--- src/hw/rtc_i2c_pkg.sv ---
// Package for the RTC two-wire slave: bus address, timing counts, carriers.
// Assumes a 200 MHz core clock.
package rtc_i2c_pkg;
    localparam logic [6:0] RTC_DEV_ADDR = 7'h52;
    localparam int RTC_CLK_MHZ = 200;
    localparam int RTC_TIMEOUT_MS = 950;
    localparam int RTC_TIMEOUT_CYC = RTC_TIMEOUT_MS * 1000 * RTC_CLK_MHZ;
    localparam logic [7:0] RTC_PTR_RESET = 8'h00;
    localparam logic [7:0] RTC_IDLE_BYTE = 8'hff;

    typedef enum logic [2:0] {
        RTC_ST_IDLE,
        RTC_ST_ADDR,
        RTC_ST_ACK,
        RTC_ST_PTR,
        RTC_ST_WDATA,
        RTC_ST_RDATA,
        RTC_ST_MACK,
        RTC_ST_IGNORE
    } rtc_state_t;

    // Register access port toward the register file
    typedef struct packed {
        logic [7:0] addr;
        logic [7:0] wdata;
        logic wr;
        logic rd;
    } rtc_reg_req_t;

    // Conditions decoded from the bus lines
    typedef struct packed {
        logic start;
        logic stop;
        logic scl_rise;
        logic scl_fall;
        logic sda;
    } rtc_bus_ev_t;
endpackage

--- src/hw/rtc_i2c_sync.sv ---
// Two-flop synchroniser and condition detector for the serial clock and data pins.
// Assumes the pins are asynchronous to core_clk.
`timescale 1ns/1ps
`default_nettype none
module rtc_i2c_sync (
    input wire logic core_clk,
    input wire logic resetn,
    input wire logic scl_in,
    input wire logic sda_in,
    output rtc_i2c_pkg::rtc_bus_ev_t ev
);
    import rtc_i2c_pkg::*;

    typedef struct packed {
        logic [1:0] scl_meta;
        logic [1:0] sda_meta;
        logic scl_q;
        logic sda_q;
    } rtc_sync_t;

    rtc_sync_t state;
    rtc_sync_t next_state;

    always_comb begin
        next_state = state;
        next_state.scl_meta = {state.scl_meta[0], scl_in};
        next_state.sda_meta = {state.sda_meta[0], sda_in};
        next_state.scl_q = state.scl_meta[1];
        next_state.sda_q = state.sda_meta[1];
    end

    always_ff @(posedge core_clk or negedge resetn) begin
        if (!resetn) begin
            state <= '{scl_meta: 2'h3, sda_meta: 2'h3, scl_q: 1'b1, sda_q: 1'b1};
        end else begin
            state <= next_state;
        end
    end

    // Only the second stage and later are read
    always_comb begin
        ev.sda = state.sda_meta[1];
        ev.scl_rise = state.scl_meta[1] && !state.scl_q;
        ev.scl_fall = !state.scl_meta[1] && state.scl_q;
        ev.start = state.scl_meta[1] && state.scl_q && state.sda_q && !state.sda_meta[1];
        ev.stop = state.scl_meta[1] && state.scl_q && !state.sda_q && state.sda_meta[1];
    end
endmodule
`default_nettype wire

--- src/hw/rtc_i2c_slave.sv ---
// Two-wire slave protocol engine of the real-time clock: address match,
// pointer load, writes, random and current-address reads, timeout, backup hold.
// Assumes a register file that answers rd_data in the cycle after reg_req.rd.
`timescale 1ns/1ps
`default_nettype none
module rtc_i2c_slave #(
    parameter int TIMEOUT_CYC = rtc_i2c_pkg::RTC_TIMEOUT_CYC
) (
    input wire logic core_clk,
    input wire logic resetn,
    input wire logic scl_in,
    input wire logic sda_in,
    output logic sda_out,
    output logic sda_oe_n,
    input wire logic backup_supply_state,
    output rtc_i2c_pkg::rtc_reg_req_t reg_req,
    input wire logic [7:0] rd_data,
    output logic busy,
    output logic timed_out
);
    import rtc_i2c_pkg::*;

    typedef struct packed {
        rtc_state_t st;
        logic [3:0] bitcnt;
        logic [7:0] shift;
        logic [7:0] ptr;
        logic rw;
        logic drive_low;
        logic in_xfer;
        logic tmo;
        logic [31:0] tcnt;
        logic load_pend;
        logic [1:0] wsda_pend;
        // First read byte waits for its fetch before going out
        logic lead;
        // Backup flag comes from the power monitor, not this clock
        logic [1:0] bk_sync;
        rtc_reg_req_t req;
    } rtc_slv_t;

    rtc_i2c_pkg::rtc_bus_ev_t ev;
    rtc_slv_t state;
    rtc_slv_t next_state;

    rtc_i2c_sync u_sync (
        .core_clk(core_clk),
        .resetn(resetn),
        .scl_in(scl_in),
        .sda_in(sda_in),
        .ev(ev)
    );

    always_comb begin
        next_state = state;
        next_state.req.rd = 1'b0;
        next_state.req.wr = 1'b0;
        next_state.load_pend = state.req.rd;
        next_state.bk_sync = {state.bk_sync[0], backup_supply_state};
        // Read data arrives one cycle after the strobe
        if (state.load_pend) begin
            next_state.shift = state.tmo ? RTC_IDLE_BYTE : rd_data;
        end
        if (state.in_xfer && !state.tmo) begin
            if (state.tcnt >= 32'(TIMEOUT_CYC - 1)) begin
                next_state.tmo = 1'b1;
                next_state.st = RTC_ST_IGNORE;
                next_state.drive_low = 1'b0;
            end else begin
                next_state.tcnt = state.tcnt + 32'h1;
            end
        end
        if (ev.start) begin
            // Pointer deliberately untouched here
            next_state.st = RTC_ST_ADDR;
            next_state.bitcnt = 4'h0;
            next_state.drive_low = 1'b0;
            next_state.in_xfer = 1'b1;
            next_state.tmo = 1'b0;
            next_state.tcnt = 32'h0;
            next_state.lead = 1'b0;
            next_state.wsda_pend = 2'h0;
        end else if (ev.stop) begin
            next_state.st = RTC_ST_IDLE;
            next_state.drive_low = 1'b0;
            next_state.in_xfer = 1'b0;
            next_state.tmo = 1'b0;
            next_state.lead = 1'b0;
            next_state.wsda_pend = 2'h0;
        end else if (ev.scl_rise) begin
            case (state.st)
                RTC_ST_ADDR, RTC_ST_PTR, RTC_ST_WDATA: begin
                    next_state.shift = {state.shift[6:0], ev.sda};
                    next_state.bitcnt = state.bitcnt + 4'h1;
                end
                RTC_ST_MACK: begin
                    if (ev.sda) begin
                        next_state.st = RTC_ST_IGNORE;
                    end else begin
                        // Pointer already advanced when the byte was fetched
                        next_state.req.addr = state.ptr;
                        next_state.req.rd = 1'b1;
                        next_state.ptr = state.ptr + 8'h1;
                        next_state.st = RTC_ST_RDATA;
                        next_state.bitcnt = 4'h0;
                    end
                end
                default: begin
                end
            endcase
        end else if (ev.scl_fall) begin
            case (state.st)
                RTC_ST_ADDR: begin
                    if (state.bitcnt == 4'h8) begin
                        if (state.shift[7:1] == RTC_DEV_ADDR) begin
                            next_state.rw = state.shift[0];
                            next_state.drive_low = 1'b1;
                            next_state.st = RTC_ST_ACK;
                        end else begin
                            next_state.st = RTC_ST_IGNORE;
                        end
                    end
                end
                RTC_ST_PTR, RTC_ST_WDATA: begin
                    if (state.bitcnt == 4'h8) begin
                        next_state.drive_low = 1'b1;
                        if (state.st == RTC_ST_PTR) begin
                            next_state.ptr = state.shift;
                        end else begin
                            next_state.req.addr = state.ptr;
                            next_state.req.wdata = state.shift;
                            next_state.req.wr = 1'b1;
                            next_state.ptr = state.ptr + 8'h1;
                        end
                        next_state.wsda_pend = 2'h1;
                        next_state.st = RTC_ST_ACK;
                    end
                end
                RTC_ST_ACK: begin
                    next_state.drive_low = 1'b0;
                    next_state.bitcnt = 4'h0;
                    if (state.wsda_pend != 2'h0) begin
                        next_state.wsda_pend = 2'h0;
                        next_state.st = RTC_ST_WDATA;
                    end else if (!state.rw) begin
                        next_state.st = RTC_ST_PTR;
                    end else begin
                        // Random read: pointer as loaded; current read: next one
                        next_state.req.addr = state.ptr;
                        next_state.req.rd = 1'b1;
                        next_state.lead = 1'b1;
                        next_state.ptr = state.ptr + 8'h1;
                        next_state.st = RTC_ST_RDATA;
                    end
                end
                RTC_ST_RDATA: begin
                    if (state.bitcnt == 4'h0) begin
                        next_state.drive_low = !state.shift[7];
                    end else begin
                        next_state.shift = {state.shift[6:0], 1'b1};
                        next_state.drive_low = !state.shift[6];
                    end
                    if (state.bitcnt == 4'h8) begin
                        next_state.drive_low = 1'b0;
                        next_state.st = RTC_ST_MACK;
                    end
                    next_state.bitcnt = state.bitcnt + 4'h1;
                end
                default: begin
                end
            endcase
        end
        // First byte: bit 7 goes out once fetched, clock still low after the ack slot;
        // later bytes start on the ack-slot fall, never while the clock is high
        if (state.lead && next_state.st == RTC_ST_RDATA && !state.req.rd && !state.load_pend) begin
            next_state.drive_low = !state.shift[7];
            next_state.bitcnt = 4'h1;
            next_state.lead = 1'b0;
        end
        // Backup holds the protocol idle; pointer kept for later reads
        if (state.bk_sync[1]) begin
            next_state.st = RTC_ST_IDLE;
            next_state.drive_low = 1'b0;
            next_state.in_xfer = 1'b0;
            next_state.tmo = 1'b0;
            next_state.load_pend = 1'b0;
            next_state.lead = 1'b0;
            next_state.wsda_pend = 2'h0;
            next_state.req.rd = 1'b0;
            next_state.req.wr = 1'b0;
        end
    end

    always_ff @(posedge core_clk or negedge resetn) begin
        if (!resetn) begin
            state <= '0;
        end else begin
            state <= next_state;
        end
    end

    // Open drain: only ever pull low
    assign sda_out = 1'b0;
    assign sda_oe_n = !(state.drive_low && !state.bk_sync[1]);
    assign reg_req = state.req;
    assign busy = state.in_xfer;
    assign timed_out = state.tmo;
endmodule
`default_nettype wire

--- config.mk ---
export PLATFORM = sky130hd
export DESIGN_NAME = rtc_i2c_slave
export DESIGN_NICKNAME = d
export VERILOG_FILES = /design/src/hw/rtc_i2c_pkg.sv /design/src/hw/rtc_i2c_sync.sv /design/src/hw/rtc_i2c_slave.sv
export SDC_FILE = /design/constraint.sdc
export NUM_CORES = 1
export LEC_CHECK = 0
export BUFFER_PORTS_ARGS = -buffer_cell sky130_fd_sc_hd__buf_4
export CORE_UTILIZATION = 35
export DETAILED_ROUTE_END_ITERATION = 10
export HOLD_SLACK_MARGIN = 0.12
export MAX_ROUTING_LAYER = met4
export PLACE_DENSITY = 0.5
export SLEW_MARGIN = 20
export SYNTH_ARGS = -nofsm -noshare
export SYNTH_HDL_FRONTEND = slang
export SYNTH_SLANG_ARGS = --single-unit
--- constraint.sdc ---
create_clock -name core_clk -period 6.5 [get_ports core_clk]
set_input_delay 1.3 -clock core_clk [delete_from_list [all_inputs] [get_ports core_clk]]
set_output_delay 1.3 -clock core_clk [all_outputs]
set_load 0.02 [all_outputs]
==> key figures <==
GRT
  • GRT overflow: 0
  • First-pass GRT wire length: 19160 um
  • Initial antenna violation count: 0
  • Total track usage: 17.55%
  • Number of global-route vias before repair: 3715
  • Largest net degree at the start of global routing: 52

Timing
  • Max-slew violations: 0
  • PnR worst setup slack: 3.204 ns
  • Min Tclk post-route: 3.296 ns
  • Setup TNS: 0 ns
  • Worst Tran Pin Value: 0.8796 ns
  • Worst rel slew slack: 41.36%
  • RSZ-0062 raised after global routing: false
  • Fin crit share: 50.71%
  • Hold Violations, Final: 0
  • Final Skew: around 0.0063 ns
  • Max Fclk: 303.4 MHz
  • Final setup fails: 0

Routing
  • Initial drt markers: between 200 and 300
  • Routed Antenna Nets: 0
  • Via density: 5.358
  • DRC: 0
  • Vias: 3895
  • DR pass1 iterations: 5
  • Post-DR wirelength/cell: around 16 um
  • Total wire length: 11610 um

Setup path
  • Reg2reg end: state[58]
  • Reg2reg start: u_sync.state[1]
  • Critical Path Max Stage Delay: 0.55 ns
  • CP arrival: 3.52 ns
  • Cell depth of the worst flop-to-flop path: 9
  • Crit path cell chain: inv_1 -> ha_1 -> nand2b_1 -> o41ai_1 -> a311oi_1 -> o31ai_1 -> o22ai_1 -> a2111oi_4 -> mux2_1
  • Worst-path maximum fanout: 19
  • CP Launch Type: register
  • Critical path required time: 6.73 ns
  • Critical path class: reg -> reg
  • Worst R2R Setup Slack: ~3.2 ns
  • Buf/Inv on CP: 1
  • CP top delay family: compound AO/OA/AOI/OAI gates
  • Slowest CP cell: dfstp_2
  • Crit path depth: 9
  • CP endpoint kind: register

Finish
  • # fillers: 1404
  • Layout cell share with drive strength beyond 1: between 10% and 20%
  • Number of diodes: 0
  • Area Growth Syn to Fin: 11.82%
  • Post-Layout Cell Count: 727
  • Final nets: 563

CTS
  • CTS tree: built
  • TritonCTS buffer count: 9
  • Clock tree buffer depth: 2
  • H-tree levels: 3
  • CTS Hold Buffers Added: 0
  • Clock Tree Root: clkbuf_16
  • CTS resizes: 0
  • Worst skew pair latency: ~0.35 ns
  • Clock slew at reported path FFs: around 0.060 ns
  • CTS Sinks: 88
  • Postcts setup bufs: 0

Logic synthesis
  • Top cells by count, synth: 82 x dfrtp_1, 51 x nor2_1, 48 x o21ai_0
  • Async set-reset flop share out of synthesis: 100.0%
  • Yosys cell types: 73
  • Synth area leader: dfrtp_1
  • Post-Syn Area: 4933 um^2
  • Syn Inst Count: 539
  • Synth Area per Inst: 9.153 um^2
  • Syn_nets: 560
  • Post-synth top area share: 41.59%
  • Ranking of synthesized cells by area: dfrtp_1 42%, o21ai_0 4.9%, nor2_1 3.9%
  • Post-synth EDFFs: 0
  • FF+latch count, synth: 88
  • Sequential cell area fraction in the yosys report: between 40% and 50%
  • Syn. warnings: 0
  • Most common cell in the netlist: dfrtp_1
  • Prevailing post-synth register cell: dfrtp_1

Hold path
  • Worst hold path type: reg -> reg
  • Min-delay src: u_sync.next_state[5]
  • Hold depth: 0
  • Hold EP: u_sync.next_state[1]

Floorplan
  • Initial core utilization: around 36%
  • # IOs: 35
  • # rows: 43
  • Chip width: 120.7 um
  • Core ar.: 13830 um^2
  • Die Y: 120.7 um
  • DIE AREA: roughly 15000 um^2

Pwr
  • Max rail drop VDD: roughly 0.00014 V
  • Pwr per Cell Area: about 240 nW/um^2
  • Leak Pwr: 2.291 nW

Run
  • Max Cap Violations: 0

Place
  • Placer Congestion: 0.8627
  • Placed cells: 711
  • IO buf count: 33
  • Pre-CTS WS: 3.227 ns
  • DP Wirelength: 8226 um

Run status
  • Outcome: completed
## where the power goes
part,internal [mW],switching [mW]
clock,0.369,0.212
sequential,0.583,0.0499
combinational,0.0539,0.0716
## cell families (layout without fill, tap and decap cells)
family | Yosys count | in the layout | share of synthesized area, %
simple gates | 209 | 209 | 22.57
compound gates | 140 | 140 | 18.18
flops | 88 | 88 | 44.79
buf+inv | 61 | 69 | 6.213
xor+xnor | 22 | 22 | 3.906
mux | 10 | 10 | 2.232
fa+ha+maj | 8 | 8 | 2.029
other cells | 1 | 1 | 0.07601
## how the worst max path moves through the flow
stage / end / slack [ns] / start
global route: state[58] / 3.01 / u_sync.state[1]
floorplan: state[58] / 3.63 / u_sync.state[1]
detailed placement: state[58] / 3.23 / u_sync.state[1]
finish: state[58] / 3.20 / u_sync.state[1]
CTS: state[58] / 3.22 / u_sync.state[1]
global placement: state[58] / 3.33 / u_sync.state[1]
## layout make-up
cell class,instances,area [um^2],share of cell area (%)
inverter,18,67.56,1.225
sequential,88,2210,40.05
clock buffer,14,274.0,4.967
multi-input combinational,390,2417,43.82
clock inverter,2,60.06,1.089
tap,180,225.2,4.083
timing repair buffer,35,262.8,4.763
## per-stage QoR
stage | hold WS, ns | instance area [um^2] | utilization (%) | power, mW
2_1_floorplan | 0.3312 | 4933 | - | 0.7130
3_3_place_gp | 0.3415 | 5182 | 37.48 | 0.7656
3_5_place_dp | 0.3465 | 5182 | 37.48 | 0.7696
4_1_cts | 0.3566 | 5517 | 39.90 | 1.358
5_1_grt | 0.3652 | 5517 | 39.90 | 1.403
6_report | 0.3565 | 5517 | 39.90 | 1.339
## state kept, by name (all words and copies together) (netlist names)
signal and cells:
state 61, reg_req 18, u_sync.next_state 3, u_sync.state 2
busy 1, next_state 1, timed_out 1, u_sync.ev 1
## layout by cell type (no fill, tap or decap), drive strengths merged, types with 11 or more instances in the layout
cell / Yosys / layout
nand2b: 21 / 21
clkbuf: 19 / 14
inv: 18 / 18
nand2: 47 / 47
a21oi: 31 / 31
dfrtp: 82 / 82
xnor2: 16 / 16
o21ai: 49 / 49
buf: 24 / 35
nand3: 11 / 11
nor2: 51 / 51
## metal layers
| layer | share of wire (%) | global-route usage (%) | vias to the layer above |
|---|---|---|---|
| li1 | - | - | 1905 |
| met1 | 47 | 22.21 | 1886 |
| met2 | 47 | 26.83 | 81 |
| met3 | 3.3 | 3.019 | 23 |
| met4 | 3.3 | 9.414 | 0 |
| met5 | 0 | - | - |
No activity file was read; power rests on OpenSTA's default activity.
